==> src/tilc_pkg.sv <==
/*
 * constants shared by the trigger input / logger control block: timing,
 * register offsets, field positions, reset values and the state codes.
 * assumes a 125 MHz system clock and a 32-bit apb register bus.
 */
package tilc_pkg;

    // *****************************************************************
    // timing
    // *****************************************************************
    localparam int unsigned CLK_KHZ      = 125000; // pclk rate in kHz
    localparam int unsigned DEB_TIME_MS  = 30;     // debounce hold time
    localparam int unsigned DEB_CYCLES   = DEB_TIME_MS * CLK_KHZ;
    localparam int unsigned TICK_TIME_MS = 10;     // lamp timebase step
    localparam int unsigned TICK_CYCLES  = TICK_TIME_MS * CLK_KHZ;

    // lamp pattern counts, in ticks
    localparam logic [7:0] PHASE_LAST     = 8'h63; // 100 ticks = 1 s
    localparam logic [7:0] ARMED_ON_END   = 8'h5A; // 90 % on
    localparam logic [7:0] SLOW_ON_END    = 8'h32; // 50 % on
    localparam logic [3:0] FLASH_TICKS    = 4'h5;  // short flash length
    localparam logic [3:0] RUN_STEP_TICKS = 4'hA;  // running light step
    localparam int unsigned NUM_LAMPS     = 5;

    // *****************************************************************
    // register map
    // *****************************************************************
    localparam logic [7:0] CTRL_OFS      = 8'h00;
    localparam logic [7:0] STATUS_OFS    = 8'h04;
    localparam logic [7:0] IRQ_STAT_OFS  = 8'h08;
    localparam logic [7:0] IRQ_MASK_OFS  = 8'h0C;
    localparam logic [7:0] PULSE_LEN_OFS = 8'h10;

    // control fields
    localparam int unsigned CTRL_RISING     = 0; // 1: rising edge trigger
    localparam int unsigned CTRL_START_TRIG = 1; // 1: wait for trigger
    localparam int unsigned CTRL_OUT_EN     = 2; // trigger output pulse
    localparam int unsigned CTRL_IFACE      = 3; // interface mode
    localparam int unsigned CTRL_CONFIG     = 4; // config tool attached
    localparam int unsigned CTRL_STOP_TRIG  = 5; // trigger stops logging
    localparam int unsigned CTRL_RESTART    = 6; // write-only, re-arm
    localparam logic [5:0]  CTRL_RESET      = 6'h00;

    // interrupt fields
    localparam int unsigned IRQ_TRIG  = 0;
    localparam int unsigned IRQ_START = 1;
    localparam int unsigned IRQ_STOP  = 2;
    localparam logic [2:0]  IRQ_RESET = 3'h0;

    localparam logic [7:0] PULSE_LEN_RESET = 8'h0A; // 100 ms

    // *****************************************************************
    // logger states
    // *****************************************************************
    typedef enum logic [3:0]
    {
        ST_START = 4'h1,
        ST_ARMED = 4'h2,
        ST_LOG   = 4'h4,
        ST_STOP  = 4'h8
    } tilc_state_e;

endpackage

==> src/tilc_top.sv <==
/*
 * trigger input and logger control: conditions the external trigger,
 * runs the logging start/stop sequence, drives the trigger output and
 * the status lamps, and exposes control and status over apb.
 * assumes channel traffic and frame strobes come from logic on pclk.
 */
// Decided for this implementation: the register addresses and the APB slave port.
// Notes on behaviour
// - software selects rising or falling trigger edge
// - falling mode fires when input is grounded
// - rising mode fires when input released high
// - input must hold about 30 ms to count
// - logging starts at reset or on trigger
// - optional configurable pulse on trigger output
// - armed lamp 90/10, logging lamp flashes fast
// - logger mode channel lamps follow traffic
// - interface mode power steady, channel flashes
// - config mode runs light across all lamps
// - trigger stop goes off bus, slow blink
`timescale 1ns/10ps
`default_nettype none

module tilc_top
#(
    parameter int unsigned DEB_CYC  = tilc_pkg::DEB_CYCLES,  // filter hold
    parameter int unsigned TICK_CYC = tilc_pkg::TICK_CYCLES  // lamp tick
)
(
    input  wire logic        pclk,          // system clock
    input  wire logic        presetn,       // async reset, active low
    input  wire logic [7:0]  paddr,         // apb byte address
    input  wire logic        psel,          // apb select
    input  wire logic        penable,       // apb access phase
    input  wire logic        pwrite,        // apb direction
    input  wire logic [31:0] pwdata,        // apb write data
    output logic [31:0]      prdata,        // apb read data
    output logic             pready,        // apb ready
    output logic             pslverr,       // apb error, unmapped
    input  wire logic        trig_in,       // external trigger pin
    input  wire logic [1:0]  chan_traffic,  // per-channel traffic level
    input  wire logic [1:0]  chan_frame,    // per-channel frame strobe
    output logic             trig_out_o,    // trigger output, pull-down
    output logic             trig_out_oe,   // trigger output enable
    output logic             power_status_lamp,        // power lamp
    output logic             first_channel_port_lamp,  // channel 1 lamp
    output logic             second_channel_port_lamp, // channel 2 lamp
    output logic             err_lamp,      // error lamp
    output logic             info_lamp,     // info lamp
    output logic             logging_active,// logging in progress
    output logic             off_bus,       // stopped by trigger
    output logic             irq            // level interrupt
);

    // *****************************************************************
    // state
    // *****************************************************************
    typedef struct packed
    {
        tilc_pkg::tilc_state_e st;        // logger state
        logic [5:0]            ctrl;      // control register
        logic [2:0]            irq_st;    // sticky events
        logic [2:0]            irq_mask;  // interrupt enables
        logic [7:0]            pulse_len; // output pulse, ticks
        logic [7:0]            pulse_cnt; // output pulse remaining
        logic [31:0]           tick_cnt;  // tick divider
        logic [7:0]            phase;     // 1 s lamp phase
        logic [3:0]            run_cnt;   // running light step timer
        logic [2:0]            run_idx;   // running light position
        logic [1:0][3:0]       flash;     // per-channel flash timers
        logic [4:0]            lamps;     // registered lamp outputs
        logic [31:0]           rdata;     // read data, set in setup
        logic                  bad_addr;  // unmapped, set in setup
    } tilc_top_s;

    tilc_top_s r_reg;               // registered state
    tilc_top_s r_next;              // next state

    logic       deb_level;          // filtered trigger level
    logic       deb_rise;           // filtered rising edge
    logic       deb_fall;           // filtered falling edge
    logic       trig_evt;           // selected trigger edge
    logic       tick;               // 10 ms enable pulse
    logic       wr_acc;             // apb write access edge
    logic [1:0] chan_lamp;          // per-channel lamp level

    // *****************************************************************
    // trigger conditioning
    // *****************************************************************
    tilc_debounce
    #(
        .DEB_CYC (DEB_CYC)
    )
    u_deb
    (
        .pclk      (pclk),
        .presetn   (presetn),
        .pin_async (trig_in),
        .level     (deb_level),
        .rise      (deb_rise),
        .fall      (deb_fall)
    );

    // edge select: falling means pin grounded, rising means released
    assign trig_evt = r_reg.ctrl[tilc_pkg::CTRL_RISING] ? deb_rise
                                                        : deb_fall;

    assign tick   = (r_reg.tick_cnt == 32'(TICK_CYC - 1));
    assign wr_acc = psel & penable & pwrite;

    // *****************************************************************
    // per-channel lamp source
    // *****************************************************************
    generate
        for (genvar i = 0; i < 2; i++)
        begin : g_chan
            // interface mode flashes per frame, logger mode shows traffic
            assign chan_lamp[i] = r_reg.ctrl[tilc_pkg::CTRL_IFACE]
                                ? (r_reg.flash[i] != 4'h0)
                                : chan_traffic[i];
        end
    endgenerate

    // *****************************************************************
    // next state
    // *****************************************************************
    always_comb
    begin
        logic [2:0] irq_set;        // events raised this cycle
        irq_set = 3'h0;
        r_next  = r_reg;

        // timebase for every lamp and pulse timer
        r_next.tick_cnt = tick ? 32'h0000_0000
                               : r_reg.tick_cnt + 32'h0000_0001;
        if (tick)
        begin
            r_next.phase = (r_reg.phase == tilc_pkg::PHASE_LAST)
                         ? 8'h00 : r_reg.phase + 8'h01;
        end

        irq_set[tilc_pkg::IRQ_TRIG] = trig_evt;

        // logger sequence
        unique case (r_reg.st)
            tilc_pkg::ST_START:
            begin
                // configuration decides: log now or wait for trigger
                if (r_reg.ctrl[tilc_pkg::CTRL_START_TRIG])
                begin
                    r_next.st = tilc_pkg::ST_ARMED;
                end
                else
                begin
                    r_next.st = tilc_pkg::ST_LOG;
                    irq_set[tilc_pkg::IRQ_START] = 1'b1;
                end
            end
            tilc_pkg::ST_ARMED:
            begin
                if (trig_evt)
                begin
                    r_next.st = tilc_pkg::ST_LOG;
                    irq_set[tilc_pkg::IRQ_START] = 1'b1;
                end
            end
            tilc_pkg::ST_LOG:
            begin
                if (trig_evt && r_reg.ctrl[tilc_pkg::CTRL_STOP_TRIG])
                begin
                    r_next.st = tilc_pkg::ST_STOP;
                    irq_set[tilc_pkg::IRQ_STOP] = 1'b1;
                end
            end
            tilc_pkg::ST_STOP:
            begin
                // stays off bus until software re-arms
            end
            default:
                r_next.st = tilc_pkg::ST_START;
        endcase

        // trigger output pulse, length counted in ticks
        if (trig_evt && r_reg.ctrl[tilc_pkg::CTRL_OUT_EN])
        begin
            r_next.pulse_cnt = r_reg.pulse_len;
        end
        else if (tick && (r_reg.pulse_cnt != 8'h00))
        begin
            r_next.pulse_cnt = r_reg.pulse_cnt - 8'h01;
        end

        // per-channel flash stretchers, reloaded by each frame
        for (int i = 0; i < 2; i++)
        begin
            if (chan_frame[i])
            begin
                r_next.flash[i] = tilc_pkg::FLASH_TICKS;
            end
            else if (tick && (r_reg.flash[i] != 4'h0))
            begin
                r_next.flash[i] = r_reg.flash[i] - 4'h1;
            end
        end

        // running light stepper
        if (tick)
        begin
            if (r_reg.run_cnt == tilc_pkg::RUN_STEP_TICKS - 4'h1)
            begin
                r_next.run_cnt = 4'h0;
                r_next.run_idx = (r_reg.run_idx == 3'(tilc_pkg::NUM_LAMPS - 1))
                               ? 3'h0 : r_reg.run_idx + 3'h1;
            end
            else
            begin
                r_next.run_cnt = r_reg.run_cnt + 4'h1;
            end
        end

        // lamp outputs; config mode overrides everything
        if (r_reg.ctrl[tilc_pkg::CTRL_CONFIG])
        begin
            r_next.lamps = 5'(5'h01 << r_reg.run_idx);
        end
        else
        begin
            r_next.lamps = {2'b00, chan_lamp, 1'b0};
            if (r_reg.ctrl[tilc_pkg::CTRL_IFACE])
            begin
                r_next.lamps[0] = 1'b1;
            end
            else
            begin
                unique case (r_reg.st)
                    tilc_pkg::ST_ARMED:
                        r_next.lamps[0] = r_reg.phase < tilc_pkg::ARMED_ON_END;
                    tilc_pkg::ST_LOG:
                        r_next.lamps[0] = r_reg.phase[2];
                    tilc_pkg::ST_STOP:
                        r_next.lamps[0] = r_reg.phase < tilc_pkg::SLOW_ON_END;
                    default:
                        r_next.lamps[0] = 1'b0;
                endcase
            end
        end

        // apb setup: latch read data so prdata comes from a flop
        if (psel && !penable)
        begin
            r_next.bad_addr = 1'b0;
            r_next.rdata    = 32'h0000_0000;
            unique case (paddr)
                tilc_pkg::CTRL_OFS:
                    r_next.rdata = {26'h0, r_reg.ctrl};
                tilc_pkg::STATUS_OFS:
                    r_next.rdata = {25'h0, off_bus, trig_out_oe,
                                    deb_level, r_reg.st};
                tilc_pkg::IRQ_STAT_OFS:
                    r_next.rdata = {29'h0, r_reg.irq_st};
                tilc_pkg::IRQ_MASK_OFS:
                    r_next.rdata = {29'h0, r_reg.irq_mask};
                tilc_pkg::PULSE_LEN_OFS:
                    r_next.rdata = {24'h0, r_reg.pulse_len};
                default:
                    r_next.bad_addr = 1'b1;
            endcase
        end

        // apb write at the access edge; status clears by writing ones
        if (wr_acc)
        begin
            unique case (paddr)
                tilc_pkg::CTRL_OFS:
                begin
                    r_next.ctrl = pwdata[5:0];
                    if (pwdata[tilc_pkg::CTRL_RESTART])
                    begin
                        r_next.st = tilc_pkg::ST_START;
                    end
                end
                tilc_pkg::IRQ_STAT_OFS:
                    r_next.irq_st = r_reg.irq_st & ~pwdata[2:0];
                tilc_pkg::IRQ_MASK_OFS:
                    r_next.irq_mask = pwdata[2:0];
                tilc_pkg::PULSE_LEN_OFS:
                    r_next.pulse_len = pwdata[7:0];
                default:
                    r_next.irq_mask = r_reg.irq_mask;
            endcase
        end
        // a new event in the clearing cycle is kept
        r_next.irq_st = r_next.irq_st | irq_set;
    end

    // *****************************************************************
    // registers
    // *****************************************************************
    always_ff @(posedge pclk or negedge presetn)
    begin
        if (!presetn)
        begin
            r_reg <= '{st:        tilc_pkg::ST_START,
                       ctrl:      tilc_pkg::CTRL_RESET,
                       irq_st:    tilc_pkg::IRQ_RESET,
                       irq_mask:  tilc_pkg::IRQ_RESET,
                       pulse_len: tilc_pkg::PULSE_LEN_RESET,
                       pulse_cnt: 8'h00,
                       tick_cnt:  32'h0000_0000,
                       phase:     8'h00,
                       run_cnt:   4'h0,
                       run_idx:   3'h0,
                       flash:     8'h00,
                       lamps:     5'h00,
                       rdata:     32'h0000_0000,
                       bad_addr:  1'b0};
        end
        else
        begin
            r_reg <= r_next;
        end
    end

    // *****************************************************************
    // outputs
    // *****************************************************************
    // zero wait states: the access cycle always completes
    assign pready  = psel & penable;
    assign pslverr = psel & penable & r_reg.bad_addr;
    assign prdata  = r_reg.rdata;

    // open-drain output: only ever pulls low
    assign trig_out_o  = 1'b0;
    assign trig_out_oe = (r_reg.pulse_cnt != 8'h00);

    assign power_status_lamp        = r_reg.lamps[0];
    assign first_channel_port_lamp  = r_reg.lamps[1];
    assign second_channel_port_lamp = r_reg.lamps[2];
    assign err_lamp                 = r_reg.lamps[3];
    assign info_lamp                = r_reg.lamps[4];

    assign logging_active = (r_reg.st == tilc_pkg::ST_LOG);
    assign off_bus        = (r_reg.st == tilc_pkg::ST_STOP);
    assign irq            = |(r_reg.irq_st & r_reg.irq_mask);

endmodule
`default_nettype wire

==> src/tilc_debounce.sv <==
/*
 * trigger pin conditioner: three-flop synchroniser, stability filter and
 * edge pulses. assumes the pin is asynchronous to pclk and idles high.
 */
`timescale 1ns/10ps
`default_nettype none

module tilc_debounce
#(
    parameter int unsigned DEB_CYC = tilc_pkg::DEB_CYCLES
)
(
    input  wire logic pclk,      // system clock
    input  wire logic presetn,   // async reset, active low
    input  wire logic pin_async, // raw trigger pin
    output logic      level,     // filtered level
    output logic      rise,      // one-cycle pulse, filtered 0 -> 1
    output logic      fall       // one-cycle pulse, filtered 1 -> 0
);

    // *****************************************************************
    // state
    // *****************************************************************
    typedef struct packed
    {
        logic [2:0]  sync;  // [0] first stage, read only by [1]
        logic        level; // accepted level
        logic [31:0] cnt;   // cycles the new level has held
        logic        rise;
        logic        fall;
    } tilc_deb_s;

    tilc_deb_s r_reg;       // registered state
    tilc_deb_s r_next;      // next state

    // filter: accept a new level only after it held DEB_CYC cycles
    always_comb
    begin
        r_next = r_reg;
        r_next.sync = {r_reg.sync[1:0], pin_async};
        r_next.rise = 1'b0;
        r_next.fall = 1'b0;
        // second and third stage agree and differ from accepted level
        if ((r_reg.sync[1] == r_reg.sync[2]) &&
            (r_reg.sync[2] != r_reg.level))
        begin
            if (r_reg.cnt == 32'(DEB_CYC - 1))
            begin
                r_next.level = r_reg.sync[2];
                r_next.cnt   = 32'h0000_0000;
                r_next.rise  = r_reg.sync[2];
                r_next.fall  = ~r_reg.sync[2];
            end
            else
            begin
                r_next.cnt = r_reg.cnt + 32'h0000_0001;
            end
        end
        else
        begin
            // a glitch shorter than the hold time restarts the count
            r_next.cnt = 32'h0000_0000;
        end
    end

    // registers; pin is pulled high, so idle level is one
    always_ff @(posedge pclk or negedge presetn)
    begin
        if (!presetn)
        begin
            r_reg <= '{sync: 3'h7, level: 1'b1, cnt: 32'h0000_0000,
                       rise: 1'b0, fall: 1'b0};
        end
        else
        begin
            r_reg <= r_next;
        end
    end

    assign level = r_reg.level;
    assign rise  = r_reg.rise;
    assign fall  = r_reg.fall;

endmodule
`default_nettype wire

==> config.mk <==
export PLATFORM = sky130hd
export DESIGN_NAME = tilc_top
export DESIGN_NICKNAME = d
export VERILOG_FILES = /design/src/tilc_pkg.sv /design/src/tilc_top.sv /design/src/tilc_debounce.sv
export SDC_FILE = /design/constraint.sdc
export NUM_CORES = 1
export LEC_CHECK = 0
export ABC_CLOCK_PERIOD_IN_PS = 1800
export BUFFER_PORTS_ARGS = -buffer_cell sky130_fd_sc_hd__buf_2
export CAP_MARGIN = 20
export CORE_MARGIN = 4
export CORE_UTILIZATION = 53
export CTS_CLUSTER_DIAMETER = 80
export DETAILED_ROUTE_END_ITERATION = 8
export GPL_ROUTABILITY_DRIVEN = 0
export PLACE_DENSITY_LB_ADDON = 0.05
export SKIP_LAST_GASP = 1
export SLEW_MARGIN = 20
export SYNTH_ARGS = -nofsm -noshare
export SYNTH_HDL_FRONTEND = slang
export SYNTH_HIERARCHICAL = 1
export SYNTH_SLANG_ARGS = --single-unit
==> constraint.sdc <==
create_clock -name pclk -period 1.8 [get_ports pclk]
set_input_delay 0.09 -clock pclk [delete_from_list [all_inputs] [get_ports pclk]]
set_output_delay 0.09 -clock pclk [all_outputs]
set_load 0.02 [all_outputs]
---- Yosys cells after proc, flatten, opt, wreduce, memory -nomap -nowiden ----
Cells that the tools add are included.
operators by class
  $add $sub $neg .......................... 8
  reduce and logical (&&, ||, !) cells .... 22
  eq/ne operators ......................... 15
  bitwise gates (word level) .............. 8
  multiplexer cells ....................... 37
  magnitude comparators ................... 2
  shift operators ......................... 1
operator list
  kind                                                number
  2-to-1 mux 32 bit                                   3
  adder 32 x 1 -> 32 bit, second input constant       2
  one-hot mux 8 bit (5 select lines)                  1
  == test 32 x 21 -> 1 bit, second input constant     1
  == test 32 x 22 -> 1 bit, second input constant     1
  2-to-1 mux 4 bit                                    8
  2-to-1 mux 8 bit                                    4
  2-to-1 mux 24 bit                                   1
  == test 8 x 4 -> 1 bit, second input constant       2
  one-hot mux 4 bit (4 select lines)                  1
  2-to-1 mux 3 bit                                    4
  2-to-1 mux 10 bit                                   1
  AND reduction 2 bit                                 5
  2-to-1 mux 1 bit                                    9
  adder 8 x 1 -> 8 bit, second input constant         1
  == test 4 bit, second input constant                2
  == test 8 x 3 -> 1 bit, second input constant       1
  == test 8 x 5 -> 1 bit, second input constant       1
  == test 8 x 7 -> 1 bit, second input constant       1
  zero test 8 bit                                     1
  < comparator 8 x 6 -> 1 bit, second input constant  1
  < comparator 8 x 7 -> 1 bit, second input constant  1
  nonzero test 4 bit                                  2
  nonzero test 8 bit                                  1
  25 further kinds                                    38
storage, ports and cells
  output and inout bits ................... 44
  bits of input ports ..................... 50
  register bits ........................... 163
  word-level logic and storage cells ...... 113

---- Longest topological paths before layout ----
  depth in word-level cells ............... 8
  mapped depth ............................ 8
  mapped depth without buffers ............ 6

---- Cells and area by module ----
Netlist, hierarchy kept.
modules (own cells, without submodules)
  module         sequential area each (µm²)  times used  area an instance (µm²)  cells an instance
  tilc_top       2531.2                      1           5315.1                  522
  tilc_debounce  955.9                       1           1919.3                  190

---- Worst setup path after synthesis ----
OpenSTA, ideal clock, no wires.
  path kind ............................... flip-flop to flip-flop
  start point ............................. register r_reg[123] in the netlist's numbering
  end point ............................... register r_reg[124] in the netlist's numbering
  buffers on the path ..................... 1
  period minus slack after synthesis ...... 2.005 ns
  cell stages (with the launch flop) ...... 5
  data required time ...................... 1.716 ns
  data arrival time ....................... 1.922 ns
  setup time .............................. 0.084 ns
  path slack .............................. -0.205 ns
  cell sequence ........................... dfrtp_1 -> clkbuf_1 -> nor4b_1 -> a31oi_1 -> a31oi_1
RTL lines
  item                      line             source
  start: declaration        tilc_top.sv:75   tilc_top_s r_reg;
  start signal: assignment  tilc_top.sv:302  r_reg <= '{st: tilc_pkg::ST_START,
  start signal: assignment  tilc_top.sv:319  r_reg <= r_next;

==> flow_summary.toml <==
[logic_synthesis]
syn_area_sq_um = 7230
netlist_top_cells_area = "dfrtp_1 46%, xnor2_1 4.6%, mux2_2 4.2%"
synth_cell_types = 63
yosys_warnings = 6
synth_seq_cells = 139
synth_top_area_frac = 0.457
synth-edff-count = 0
syn_inst = 712
async_flop_share = 1.00
synth-seq-area-share = 0.482
synth_flop_cell = "dfrtp_1"
synth_top_area_cell = "dfrtp_1"
synth_area_per_cell_sq_um = 10.2

[clock_tree]
clock_latency_ns = 0.42
cts_buffers = 17
h-tree-depth = 4
path_clk_slew_ns = 0.06
cts_tree = "yes"
cts_root_buf = "clkbuf_16"
clockBufferDepth = 2
cts_num_sinks = 139

[routing]
drt_drc_violations_left = 0
routed_wl_um = 17300
num_vias = 5963
wl_met2_um = 8880
wl_per_cell_um = 16.1
postRouteAntennaNets = 0
drt-met1-wl_um = 7540
firstDrtPassIters = 5
avgViaCountPerCell = 5.53
highest_layer = "met4"
first_iter_violations = 333
met3_length_um = 637

[global_routing]
track_usage = 0.227
grt_pass1_vias = 6190
antenna_found_initial = 0
grt_max_degree = 48
grt_pass1_wl_um = 29200
grt_overflow = 0

[cells_and_area]
final_util = 0.730
final_common_cell = "dfrtp_1"
fin_area_sq_um = 9710
drive_gt1_frac = 0.367
syn_to_final_growth_pct = 34.2
diodes = 0
final_cell_mix = "129 x dfrtp_1, 117 x buf_4, 61 x nand2_1"
finalNetCount = 954
largest_reg_flops = 88

[hold_path]
hold_path.class = "input pin to flip-flop"
min_to = "second_channel_port_lamp"
hold_depth = 3
hp-start = "chan_traffic[1]"

[placement]
dp_hpwl_um = 11400
io_buffers = 44
dp_slack_ns = -0.221
postPlaceCellArea_sq_um = 8310

[floorplan]
rows = 42
die_width_um = 125
chipHeight_um = 125
core_sq_um = 13300
dieArea_sq_um = 15600
ios = 94
start_util = 0.544

[critical_path]
crit_path_end_kind = "flip-flop"
worstSetupStartpointType = "flip-flop"
cpPeakStageDelay_ns = 0.59
cp_cell_sequence = "nor4_4, nand4_1, or4_4, buf_12, nand2_8, nor2_1"
crit_buf_inv = 1
reg2reg_from = "u_deb/r_reg[28]"
cp.arrival_ns = 2.26
crit_type = "flip-flop to flip-flop"
path_max_fanout = 7
path_delay_family = "simple AND/OR/NAND/NOR gates"
cpMaxStageDelayCell = "or4_4"
timing.rr.end = "u_deb/r_reg[28]"
cp_data_required_time_ns = 2.11
reg2reg_slack_ns = -0.16
reg2reg_depth = 6

[run_status]
outcome = "complete, but fails checks"
violations = "negative setup slack"

[pwr]
power_density_nw_per_um2 = 729
ir_drop_v = 0.000714
total_power_mw = 7.07
leakage_nw = 4.43

[sta]
hold_violations = 0
post-route-min-period_ns = 1.96
setup_viol = 59
finalCritPeriodShare = 1.09
fin_worst_skew_ns = 0.00542
max_freq_mhz = 511
final_max_slew_viol_count = 0
rsz0062_at_grt = "true"
finalWorstSetupSlack_ns = -0.157

[run]
maxCapViolCount = 0
[worst min-delay path, delay by kind of cell]
kind | cells | cell delay, ns
AO/OA/AOI/OAI | 2 | 0.23
buffers and inverters | 1 | 0.07
[worst max path at each step]
stage / from / end / slack, ns / depth (start not counted)
after floorplan: r_reg[61] / r_reg[98] / 0.003 / 7
after global placement: u_deb/r_reg[10] / u_deb/r_reg[28] / -0.14 / 6
after detailed placement: r_reg[76] / r_reg[47] / -0.22 / 6
after CTS: r_reg[82] / r_reg[47] / -0.15 / 6
after global routing: r_reg[88] / r_reg[47] / -0.26 / 6
final: u_deb/r_reg[28] / u_deb/r_reg[28] / -0.16 / 6
[report_power, final]
part	internal, mW	total [mW]	switching [mW]
registers	3.18	3.25	0.0696
logic	0.157	0.443	0.286
clock network	2.09	3.39	1.30
total	5.42	7.07	1.65
[final cells by class]
class                   instances  area, sq um
well taps                     176          220
fillers                       944         3590
repair buffers                185         1400
multi-input cells             527         3940
inverters                      20         75.1
clock buffers                  19          453
clock inverters                13          125
flip-flops and latches        139         3490
[metal layers]
metal / track usage / vias to the layer above
met5: 0 / -
met4: 0.0638 / 0
met3: 0.0635 / 28
met2: 0.387 / 117
met1: 0.285 / 2981
li1: - / 2837
[timing repair]
| item | in CTS | in global routing |
|---|---|---|
| gates resized for setup | 48 | 72 |
| gates cloned | 3 | 3 |
| setup endpoints to repair | 65 | 89 |
| pin swaps | 32 | 32 |
| endpoints found under the hold margin | 99 | 0 |
| setup buffers | 10 | 7 |
| hold buffers | 12 | 0 |
[logic make-up (layout without fill, tap and decap cells)]
family | after synthesis | after routing | synth area share
mux | 36 | 36 | 0.0545
fa+ha+maj | 14 | 14 | 0.0242
compound gates | 90 | 90 | 0.0825
buf+inv | 74 | 237 | 0.0619
other cells | 1 | 25 | 0.000518
xor+xnor | 61 | 61 | 0.0738
flops | 139 | 139 | 0.482
simple gates | 297 | 301 | 0.221
[per-stage QoR]
| stage | TNS (ns) | hold slack, ns | std cells |
|---|---|---|---|
| 3_5_place_dp | -8.53 | 0.0541 | 1014 |
| 2_1_floorplan | 0 | -0.206 | 736 |
| 5_1_grt | -11.56 | 0.0480 | 1079 |
| 3_3_place_gp | -5.26 | 0.0548 | 1014 |
| 6_report | -5.48 | 0.0261 | 1079 |
| 4_1_cts | -5.17 | 0.00982 | 1070 |
[cells in the mapped netlist, drive strengths merged, types with 6 or more instances]
cell,number
o21ai,23
nand3,29
nand2b,8
nor4,15
ha,14
and4,6
nor4b,6
xor2,23
inv,20
a31oi,7
mux2i,9
a22oi,9
clkbuf,9
buf,45
dfrtp,132
xnor2,38
and3,21
a21oi,12
nand2,66
nor2,68
dfstp,7
a21o,7
nor3,21
nand4,23
and2,8
mux2,27
Note: power is estimated with default switching activity, not from simulation.
